==> src/rtl/iora_regs.svh <==
`ifndef IORA_REGS_SVH
`define IORA_REGS_SVH
// repair status encodings
`define IORA_ST_NONE 2'h0
`define IORA_ST_NEED 2'h1
`define IORA_ST_FAIL 2'h2
// record layout for the IO-redundancy configuration
`define IORA_REC_W 5
`define IORA_CODE_W 4
`define IORA_ALLOC_BIT 4
`define IORA_REC_RST 5'h00
// default spares per segment
`define IORA_SPARES_DFLT 1
`endif

==> src/rtl/iora_pkg.sv <==
package iora_pkg;
   typedef logic [1:0] iora_status_t;
   typedef logic [4:0] iora_rec_t;
endpackage

==> src/rtl/iora_analyser.sv <==
`timescale 1ns/100ps
`include "iora_regs.svh"
module iora_analyser #(
   parameter int DATA_W = 32,
   parameter int SEGS = 2,
   parameter int ADDR_W = 4,
   parameter int SEL_LO = 0, // lowest segment-select bit
   parameter int SEL_W = 0, // 0: no select bits
   parameter int GROUP_W = 16, // data bits per segment group
   parameter int SPARES = `IORA_SPARES_DFLT,
   parameter int LOG_W = 0, // address-logging bits per record
   parameter bit USE_NOREPAIR = 1'b0, // 1: no-repair code instead of alloc bit
   parameter logic [SEGS*8-1:0] SEG_LO = '0, // per segment low limit
   parameter logic [SEGS*8-1:0] SEG_HI = '1, // per segment high limit
   parameter logic [LOG_W*8+7:0] LOG_SEL = '0, // per log bit {mode[1:0],idx[5:0]}
   parameter logic [`IORA_CODE_W-1:0] NOREPAIR_CODE = '0,
   parameter int CODE_BASE = 0 // code of first group bit (1 for two-block variant)
) (
   input wire logic clk, // 20 MHz self-test clock
   input wire logic resetn, // async reset, active low
   input wire logic test_start, // pulse: new self-test run begins
   input wire logic cmp_valid, // comparator result valid this cycle
   input wire logic [DATA_W-1:0] cmp_fail, // per data bit mismatch
   input wire logic [ADDR_W-1:0] fail_addr, // column address of compare
   input wire logic shift_en, // shift registers out
   output logic [1:0] overall_repair_state, // 00/01/1x status
   output logic [SEGS*(`IORA_REC_W+LOG_W)-1:0] segment_spare_record, // records
   output logic shift_out // serial data out
);
   localparam int REC_W = `IORA_REC_W + LOG_W;
   localparam int CHAIN_W = 2 + SEGS * REC_W;
   localparam logic [1:0] LOG_ADDR = 2'h0;
   localparam logic [1:0] LOG_INV = 2'h1;
   localparam logic [1:0] LOG_ONE = 2'h2;
   // idle record: the no-repair code when one is set, else all clear
   localparam logic [REC_W-1:0] REC_IDLE =
      USE_NOREPAIR ? REC_W'(NOREPAIR_CODE) : REC_W'(`IORA_REC_RST);

   iora_pkg::iora_status_t stat_q, stat_d;
   logic [SEGS*REC_W-1:0] rec_q, rec_d;
   logic [SEGS*8-1:0] used_q, used_d;
   logic [SEGS-1:0] seg_hit, seg_err;
   logic [CHAIN_W-1:0] chain_q;
   logic shift_q;
   wire [7:0] sel_val = (SEL_W == 0) ? 8'h00 :
      8'((fail_addr >> SEL_LO) & ((ADDR_W'(1) << SEL_W) - ADDR_W'(1)));
   wire any_fail = cmp_valid && (|cmp_fail);
   logic [DATA_W-1:0] claimed_m;

   // data bits owned by a matching segment
   // a process, not a function, so that seg_hit changes wake it
   always_comb begin
      claimed_m = '0;
      for (int s = 0; s < SEGS; s++) begin
         if (seg_hit[s]) begin
            claimed_m = claimed_m |
               (DATA_W'({GROUP_W{1'b1}}) << ((s % (DATA_W / GROUP_W)) * GROUP_W));
         end
      end
   end
   wire claimed_all = ~|(cmp_fail & ~claimed_m);

   // per segment analysis
   genvar g;
   generate
      for (g = 0; g < SEGS; g++) begin : seg
         localparam int GB = (g % (DATA_W / GROUP_W)) * GROUP_W;
         logic [GROUP_W-1:0] grp;
         logic [3:0] code;
         logic [LOG_W:0] logv;
         logic [REC_W-1:0] nrec;
         logic [7:0] nused;
         logic multi, same;
         int cnt;
         assign seg_hit[g] = ((SEGS == 1) && (SEL_W == 0)) ||
            ((sel_val >= SEG_LO[g*8 +: 8]) && (sel_val <= SEG_HI[g*8 +: 8]));
         assign grp = cmp_fail[GB +: GROUP_W];
         always_comb begin
            code = '0;
            cnt = 0;
            for (int b = GROUP_W - 1; b >= 0; b--) begin
               if (grp[b]) begin
                  code = 4'(b + CODE_BASE);
                  cnt = cnt + 1;
               end
            end
         end
         assign multi = cnt > 1;
         always_comb begin
            logv = '0;
            for (int k = 0; k < LOG_W; k++) begin
               unique case (LOG_SEL[k*8+6 +: 2])
                  LOG_ADDR: logv[k] = fail_addr[LOG_SEL[k*8 +: 6] % ADDR_W];
                  LOG_INV: logv[k] = ~fail_addr[LOG_SEL[k*8 +: 6] % ADDR_W];
                  LOG_ONE: logv[k] = 1'b1;
                  default: logv[k] = 1'b0;
               endcase
            end
         end
         assign same = rec_q[g*REC_W +: `IORA_CODE_W] == code;
         // two failing IOs in one compare, or extra distinct IO with spares used
         assign seg_err[g] = seg_hit[g] && (|grp) &&
            (multi || (!same && (used_q[g*8 +: 8] >= 8'(SPARES))));
         // next record and spare count of this segment
         always_comb begin
            nrec = rec_q[g*REC_W +: REC_W];
            nused = used_q[g*8 +: 8];
            if (test_start) begin
               nrec = REC_IDLE;
               nused = 8'h00;
            end else if (cmp_valid && seg_hit[g] && (|grp) && !seg_err[g]) begin
               if (nused == 8'h00) begin
                  // log bits placed apart from code field
                  nrec = REC_W'(logv) << `IORA_REC_W;
                  // four code bits, alloc on top
                  nrec[`IORA_CODE_W-1:0] = code;
                  // allocation bit only without no-repair code
                  nrec[`IORA_ALLOC_BIT] = !USE_NOREPAIR;
               end
               // each distinct failing IO takes a spare
               if ((nused == 8'h00) || !same) begin
                  nused = nused + 8'h01;
               end
            end
         end
         // only the first spare gets a record; later ones are just counted
         assign rec_d[g*REC_W +: REC_W] = nrec;
         assign used_d[g*8 +: 8] = nused;
      end
   endgenerate

   always_comb begin
      stat_d = stat_q;
      if (test_start) begin
         stat_d = `IORA_ST_NONE;
      end else if (any_fail && ((|seg_err) || !claimed_all)) begin
         stat_d = `IORA_ST_FAIL;
      end else if (any_fail && !stat_q[1]) begin
         stat_d = `IORA_ST_NEED;
      end
   end

   always_ff @(posedge clk or negedge resetn) begin
      if (!resetn) begin
         stat_q <= `IORA_ST_NONE;
         rec_q <= {SEGS{REC_IDLE}};
         used_q <= '0;
      end else begin
         stat_q <= stat_d;
         rec_q <= rec_d;
         used_q <= used_d;
      end
   end

   // serial unload of status and records
   always_ff @(posedge clk or negedge resetn) begin
      if (!resetn) begin
         chain_q <= '0;
         shift_q <= 1'b0;
      end else if (shift_en) begin
         chain_q <= {1'b0, chain_q[CHAIN_W-1:1]};
         shift_q <= chain_q[0];
      end else begin
         chain_q <= {rec_d, stat_d};
         shift_q <= 1'b0;
      end
   end

   assign overall_repair_state = stat_q;
   assign segment_spare_record = rec_q;
   assign shift_out = shift_q;

   // unload leads with status bit 0
   chain_head_a: assert property (@(posedge clk) disable iff (!resetn)
      $rose(shift_en) |=> shift_out == $past(stat_q[0]))
      else $error("unload does not lead with status bit 0");

   // status leaves not-repairable only via a new run or a reset
   stat_sticky_a: assert property (@(posedge clk) disable iff (!resetn)
      stat_q[1] && !test_start |=> stat_q[1])
      else $error("not repairable status dropped");
   start_clear_a: assert property (@(posedge clk) disable iff (!resetn)
      test_start |=> (stat_q == `IORA_ST_NONE))
      else $error("status not cleared at start");
   fail_status_a: assert property (@(posedge clk) disable iff (!resetn)
      !test_start && any_fail && !claimed_all |=> stat_q == `IORA_ST_FAIL)
      else $error("unmatched failure not flagged");
   need_status_a: assert property (@(posedge clk) disable iff (!resetn)
      !test_start && any_fail && stat_q == `IORA_ST_NONE |=> stat_q != `IORA_ST_NONE)
      else $error("failure left status at no repair");
   alloc_bit_a: assert property (@(posedge clk) disable iff (!resetn)
      !USE_NOREPAIR && stat_q == `IORA_ST_NONE |-> ~|used_q)
      else $error("spare used without repair status");
   idle_code_a: assert property (@(posedge clk) disable iff (!resetn)
      test_start |=> ##1 (stat_q != `IORA_ST_NONE || !USE_NOREPAIR ||
         rec_q[`IORA_CODE_W-1:0] == NOREPAIR_CODE))
      else $error("no-repair code missing");
   seg_err_a: assert property (@(posedge clk) disable iff (!resetn)
      cmp_valid && !test_start && (|seg_err) |=> stat_q[1])
      else $error("spare overflow not flagged");
   used_cap_a: assert property (@(posedge clk) disable iff (!resetn)
      used_q[7:0] <= 8'(SPARES))
      else $error("spare count exceeded");
endmodule

==> config.mk <==
export PLATFORM = sky130hd
export DESIGN_NAME = iora_analyser
export DESIGN_NICKNAME = d
export VERILOG_FILES = /design/src/rtl/iora_pkg.sv /design/src/rtl/iora_analyser.sv
export VERILOG_INCLUDE_DIRS = /design/src /design/src/rtl
export SDC_FILE = /design/constraint.sdc
export NUM_CORES = 1
export LEC_CHECK = 0
export ABC_CLOCK_PERIOD_IN_PS = 6450
export BUFFER_PORTS_ARGS = -buffer_cell sky130_fd_sc_hd__buf_2
export CAP_MARGIN = 20
export CELL_PAD_IN_SITES_DETAIL_PLACEMENT = 0
export CELL_PAD_IN_SITES_GLOBAL_PLACEMENT = 2
export CORE_MARGIN = 5
export CORE_UTILIZATION = 40
export DETAILED_ROUTE_END_ITERATION = 16
export GPL_ROUTABILITY_DRIVEN = 1
export PLACE_DENSITY = 0.92
export SYNTH_ARGS = -nofsm -noshare
export SYNTH_HDL_FRONTEND = slang
export SYNTH_SLANG_ARGS = --single-unit
export TNS_END_PERCENT = 1
==> constraint.sdc <==
create_clock -name clk -period 6.45 [get_ports clk]
set_input_delay 0.9675 -clock clk [delete_from_list [all_inputs] [get_ports clk]]
set_output_delay 0.9675 -clock clk [all_outputs]
set_load 0.05 [all_outputs]
==> key figures, run 1 <==
Run status
  – Status: complete, but fails checks
  – Violated checks: negative setup slack

Clock network
  – CTS buffer count: 5
  – Clock transition at path regs: ~60 ps
  – Post-CTS Hold Buffers: 0
  – CTS Sinks: around 40
  – Longest Clk Path Bufs: 2
  – Clk_lat worst skew: around 280 ps
  – CTS tree: done
  – Clock root cell: clkbuf_16
  – # H-tree levels: 2

STA
  – Slew headroom: roughly two fifths
  – Final Hold Fails: 0
  – Final worst path period need: 9305 ps
  – Final-report setup violation count: 30
  – Worst Skew: roughly 6.5 ps
  – Slew Limit Fails: 0
  – Tcrit/Tclk final: 144.3%
  – Max Clk Rate: 0.1075 GHz
  – RSZ-0062 raised after global routing: yes
  – Post-route worst setup slack: -2855 ps
  – Slew @ Worst Pin: roughly 900 ps

Worst setup path
  – Most frequent cell on the critical path: ha_4
  – Critical Path Source Type: input pin
  – Worst Path Buf+Inv: 5
  – Max stage delay on crit path: 410 ps
  – Critical path's top delay family: adder cells
  – Max FO, Critical Path: 3
  – Crit Path Category: in -> reg
  – Slowest CP cell: o41a_1
  – Critical Path AT: 9510 ps
  – CP Capture Type: flop
  – WP data required: 6660 ps

Logic synthesis
  – Synth top area share: 17.26%
  – Synth async-reset ratio: 100.0%
  – Top post-synthesis cells by area: dfrtp_1, ha_1, xnor2_1
  – Yosys warns: 0
  – Post-synth EDFFs: 0
  – Synth area leader: dfrtp_1
  – Flops & latches, synth: 41
  – Largest family of logic cells by synthesized area: simple AND/OR/NAND/NOR gates
  – Avg Inst Size Synth: 8.077 um2
  – Mux share of post-synthesis cell area: approximately 5.2%
  – Synth Area in Adders: 8.756%
  – Post-synthesis simple-gate area fraction: 25.49%
  – Top-count cell post-synth: nand2_1
  – Post-Syn Instances: approximately 740
  – Post-synthesis compound-gate area fraction: 19.76%
  – Synthesized Nets: 817
  – Most frequent cells after synthesis: nand2_1, nor2_1, xnor2_1
  – Synth Area in XOR/XNOR: a little under a fifth
  – Post-synthesis sequential area ratio: ~17%
  – Synthesized area: 5944 um2
  – Synth Flop Type: dfrtp_1
  – Netlist cell types: 88

Placed design
  – Post-DP Area: just under 8000 um2
  – Port Buffer Count: 49
  – Post-DP HPWL: 13,270 um
  – GP Congestion: 0.8519
  – Place WS: -3671 ps

Die
  – Std-Cell Rows: 44
  – Chip width: roughly 130 um
  – Initial core utilization: approximately two fifths
  – IO Pins: 54
  – Die Y: 131.9 um
  – Die ar.: about 17,000 um2
  – Core Area: 14,530 um2

GRT
  – First-pass GRT wire length: 28,550 um
  – Initial antenna violation count: 0
  – Global route overflow: 0
  – GRT Util Overall: 18.58%
  – Vias in the first global route: 6,403
  – Largest net degree at the start of global routing: 42

Finish
  – Area Growth Syn to Fin: 46.33%
  – Fill count: approximately 1,300
  – Fin nets: 1,067
  – Share of layout cells above drive strength 1: 40.43%
  – Cell area after layout: between 8000 and 9000 um2
  – Antenna diode count: 0
  – Post-Route Utilization: 59.85%

Routing
  – DR vias: 6,293
  – DR WL/cell: 14.57 um
  – DR iter-0 viols: 310
  – Vias per inst: 5.374
  – TritonRoute pass-1 iters: 4
  – # DRC: 0
  – Remaining antenna violation count: 0
  – Routed wire length: 17,070 um

Run
  – Max-cap viol count: 0

Power
  – VDD IR max: ~480 uV
  – Lkg Pwr: roughly 4.0 nW
  – Power Density: 495.3 nW/um2

Min path
  – Worst min path class: reg -> reg
==> worst min-delay path: stages (launching register included) <==
cell     delay (ps)
dfrtp_1         330
nand2_1          40
o21ai_1          70
==> report_power, final <==
group	total, mW	internal, mW	switching (mW)
sequential	0.315	0.293	0.0218
combinational	3.71	2.03	1.67
clock	0.287	0.193	0.0941
==> registers in the layout, summed over array words and instances (netlist names) <==
| name | flops |
|---|---|
| used_q | 16 |
| shift_out | 1 |
| chain_q | 12 |
| overall_repair_state | 2 |
| segment_spare_record | 10 |
==> routing by layer <==
layer | vias to the layer above | track usage (%) | share of wire (%)
li1 | 3140 | - | -
met1 | 3028 | 21.95 | 43
met2 | 100 | 36.27 | 53
met3 | 25 | 1.603 | 2.4
met4 | 0 | 3.657 | 1.7
met5 | - | 0 | 0
==> timing repair <==
item,4_1_cts,5_1_grt
hold endpoints to repair,0,0
resized for setup,35,40
setup buffers,23,16
setup endpoints to repair,30,30
pin swaps,31,41
==> layout by cell type, fill, tap and decap left out, types with 9 or more instances in the layout <==
master and n:
buf_4 229, nand3_1 12, o21bai_1 9, o21ai_0 12
nor3_1 20, nand2_1 77, buf_2 46, xnor2_2 9
inv_1 25, nor2b_1 16, nor2_1 62, xnor3_1 9
mux2i_1 15, ha_4 15, xor2_1 19, xnor2_1 52
a21oi_1 31, dfrtp_1 41, o21a_1 9, ha_1 23
a31oi_1 9
==> worst paths after layout <==
path	from	endpoint	slack (ps)	cells past startpoint
setup reg to reg	used_q[0]$_DFFE_PN0P_	chain_q[1]$_DFF_PN0_	3080	12
max in group asynchronous	resetn	segment_spare_record[1]$_DFF_PN0_	5080	1
hold / removal	chain_q[11]$_DFF_PN0_	chain_q[10]$_DFF_PN0_	480	2
setup / recovery	cmp_fail[30]	chain_q[7]$_DFF_PN0_	-2860	49
min in group asynchronous	resetn	shift_out$_DFF_PN0_	810	1
hold reg to reg	chain_q[11]$_DFF_PN0_	chain_q[10]$_DFF_PN0_	480	2
==> metrics by stage <==
stage	power, mW	instances	setup TNS (ps)	hold WS, ps
after floorplan	2.296	736	-95300	428.1
after global placement	3.426	1124	-97590	442.9
after detailed placement	3.507	1124	-104530	458.1
after CTS	4.021	1155	-84310	479.4
after global routing	4.661	1171	-93620	509.4
final	4.308	1171	-81120	478.7
==> area by class of cell <==
| cell class | instances | area [um2] | share of cell area [%] |
|---|---|---|---|
| Clock inverter | 1 | 30.03 | 0.3452 |
| Inverter | 35 | 137.6 | 1.582 |
| Timing Repair Buffer | 278 | 1987 | 22.84 |
| Tap cell | 184 | 230.2 | 2.647 |
| Multi-Input combinational cell | 625 | 5145 | 59.15 |
| Sequential cell | 41 | 1026 | 11.80 |
| Clock buffer | 7 | 142.6 | 1.640 |
==> cells by family (layout without fill, tap and decap cells) <==
group,Yosys count,after routing
compound gates,164,164
flops,41,41
simple gates,291,291
buf+inv,70,321
fa+ha+maj,42,42
mux,30,30
xor+xnor,98,98
Note: power is estimated with default switching activity, not from simulation.
==> run 2: changes to the inputs <==
CELL_PAD_IN_SITES_GLOBAL_PLACEMENT = 1   (was 2)
CORE_UTILIZATION = 50   (was 40)
==> run 2 against run 1 <==
Against the previous run: the flow still finishes with violations (negative setup slack); global-route usage up 4.4 points; core utilization up 16 points; maximum frequency down 1.3%; first-iteration DRC count up 41%; combinational power up 6.7%; non-clock buffer count down 12; cell count down 4.5%; worst setup slack worse by 120 ps; clock skew down 4.8 ps; final area up 0.19%; sequential share of layout area about the same; via count up 1.5%; critical path type unchanged; largest cell class unchanged.
==> key figures, run 2 (synthesized netlist as in run 1, its figures left out) <==
GRT
  – First-pass GRT wire length: 28,390 um (-0.56%)
  – Vias in the first global route: 6,408 (+0.078%)
  – Largest net degree at the start of global routing: 42 (unchanged)
  – GRT Util Overall: 23.00% (+4.4 points)
  – Global route overflow: 0 (unchanged)
  – Initial antenna violation count: 0 (unchanged)

Worst setup path
  – Worst Path Buf+Inv: 7 (+2)
  – CP Capture Type: flop
  – WP data required: 6610 ps (-50 ps)
  – Crit Path Category: in -> reg
  – Slowest CP cell: o41a_1
  – Worst r2r path cells: 12 (unchanged)
  – R2r startpoint: used_q[0]$_DFFE_PN0P_
  – Max stage delay on crit path: 400 ps (about the same)
  – Reg2Reg Capture Point: chain_q[1]$_DFF_PN0_
  – Critical path's top delay family: adder cells
  – Reg2reg setup slack: 3090 ps (about the same)
  – Most frequent cell on the critical path: ha_4
  – Critical Path AT: 9590 ps (+80 ps)
  – Critical Path Source Type: input pin
  – Max FO, Critical Path: 4 (+1)

Clock network
  – # H-tree levels: 2 (unchanged)
  – CTS tree: done
  – Post-CTS Hold Buffers: 0 (unchanged)
  – Clock root cell: clkbuf_16
  – Longest Clk Path Bufs: 2 (unchanged)
  – Clk_lat worst skew: 280 ps (about the same)
  – CTS Sinks: 41 (unchanged)
  – Clock transition at path regs: 60 ps (about the same)
  – CTS buffer count: 5 (unchanged)

Finish
  – Most frequent cells in the layout: buf_4, nand2_1, nor2_1, xnor2_1, buf_2
  – Largest Register: used_q
  – Max reg flops: 16 (unchanged)
  – Antenna diode count: 0 (unchanged)
  – Share of layout cells above drive strength 1: 41.95% (+1.5 points)
  – Finished Layout Cells: 1,118 (-4.5%)
  – Post-Route Utilization: 75.67% (+16 points)
  – Most common library cell in the layout ignoring fill and taps: buf_4
  – Area Growth Syn to Fin: 46.60%
  – Cell area after layout: 8715 um2 (+0.19%)
  – Fin nets: 1,055 (-1.1%)
  – Fill count: 802 (-38%)

Routing
  – Vias per inst: 5.715 (+6.3%)
  – # DRC: 0 (unchanged)
  – DR vias: 6,389 (+1.5%)
  – DR iter-0 viols: 436 (+41%)
  – TritonRoute pass-1 iters: 5 (+1)
  – Remaining antenna violation count: 0 (unchanged)
  – DR WL/cell: 15.67 um (+7.5%)
  – Routed wire length: 17,520 um (+2.6%)

Die
  – Initial core utilization: 51.62% (+11 points)
  – Core Area: 11,520 um2 (-21%)
  – IO Pins: 54 (unchanged)
  – Chip width: 119.0 um (-9.8%)
  – Std-Cell Rows: 39 (-11%)
  – Die ar.: 14,170 um2 (-19%)
  – Die Y: 119.0 um (-9.8%)

STA
  – Setup Total Neg Slack: -84,240 ps (-3124 ps)
  – Final Hold Fails: 0 (unchanged)
  – Post-route worst setup slack: -2978 ps (-122.5 ps)
  – Slew Limit Fails: 0 (unchanged)
  – Hold_ws: 462.4 ps (-16.25 ps)
  – Slew @ Worst Pin: 894.0 ps (-6.724 ps)
  – Slew headroom: 39.85% (+0.45 points)
  – Final-report setup violation count: 30 (unchanged)
  – Worst Skew: 1.671 ps (-4.814 ps)
  – Final worst path period need: 9428 ps (+122.5 ps)
  – RSZ-0062 raised after global routing: yes
  – Max Clk Rate: 0.1061 GHz (-1.3%)
  – Tcrit/Tclk final: 146.2% (+1.9 points)

Min path
  – Worst hold start: chain_q[0]$_DFF_PN0_
  – Hold path cells: 1 (-1)
  – Hold Path End: shift_out$_DFF_PN0_
  – Worst min path class: reg -> reg

Run status
  – Status: complete, but fails checks
  – Violated checks: negative setup slack

Placed design
  – Port Buffer Count: 49 (unchanged)
  – Inst Count DP: 1,078 (-4.1%)
  – Post-DP Area: 7802 um2 (-1.1%)
  – Post-DP HPWL: 13,010 um (-2.0%)
  – GP Congestion: 0.8869 (+4.1%)

Power
  – Power Density: 519.9 nW/um2 (+5.0%)
  – VDD IR max: 481.5 uV (+0.48%)
  – Lkg Pwr: 4.016 nW (-0.30%)

Run
  – Max-cap viol count: 0 (unchanged)
==> run 2: cell type report <==
| type | count | area, um2 | share of cell area [%] |
|---|---|---|---|
| sequential | 41 | 1026 | 11.77 |
| tap | 143 | 178.9 | 2.053 |
| inverter | 35 | 140.1 | 1.608 |
| clock buffer | 7 | 152.6 | 1.752 |
| timing repair buffer | 266 | 1912 | 21.94 |
| clock inverter | 1 | 5.005 | 0.05743 |
| multi-input combinational | 625 | 5300 | 60.82 |
==> run 2: timing repair <==
| action | 4_1_cts | 5_1_grt |
|---|---|---|
| setup endpoints to repair | 30 | 30 |
| buffers inserted | 16 | 17 |
| gates resized for setup | 27 | 79 |
| pin swaps | 35 | 48 |
==> run 2: routing by layer <==
layer	global-route usage, %	vias up	wire (um)
li1	-	3127	-
met1	27.70	3089	7323
met2	43.66	143	9341
met3	2.085	30	550
met4	5.938	0	300
met5	0	-	0
==> run 2: worst reg2reg max path: cells and delay by family (launching register included) <==
family / cells / cell delay (ps)
mux: 2 / 490
fa+ha+maj: 1 / 160
simple gates: 4 / 1570
compound gates: 3 / 370
buf+inv: 2 / 250
flops: 1 / 400
==> run 2: power by group <==
part           internal (mW)  total (mW)  switching [mW]
Combinational           2.13        3.96            1.82
Clock                  0.164       0.258          0.0940
Sequential             0.293       0.315          0.0221
==> run 2: worst max-delay path by stage <==
stage / cells after the start / from / end
5_1_grt: 51 / cmp_fail[14] / chain_q[1]$_DFF_PN0_
3_5_place_dp: 50 / cmp_fail[14] / chain_q[2]$_DFF_PN0_
4_1_cts: 49 / cmp_fail[30] / chain_q[8]$_DFF_PN0_
6_report: 47 / cmp_fail[31] / chain_q[1]$_DFF_PN0_
2_1_floorplan: 44 / cmp_fail[30] / chain_q[7]$_DFF_PN0_
3_3_place_gp: 50 / cmp_fail[14] / chain_q[2]$_DFF_PN0_
==> run 2: through the flow <==
| step | power [mW] | setup slack [ps] |
|---|---|---|
| final | 4.530 | -2978 |
| after global routing | 4.872 | -3329 |
| after CTS | 3.956 | -3101 |
| after detailed placement | 3.482 | -3738 |
| after global placement | 3.373 | -3387 |
| after floorplan | 2.296 | -3325 |
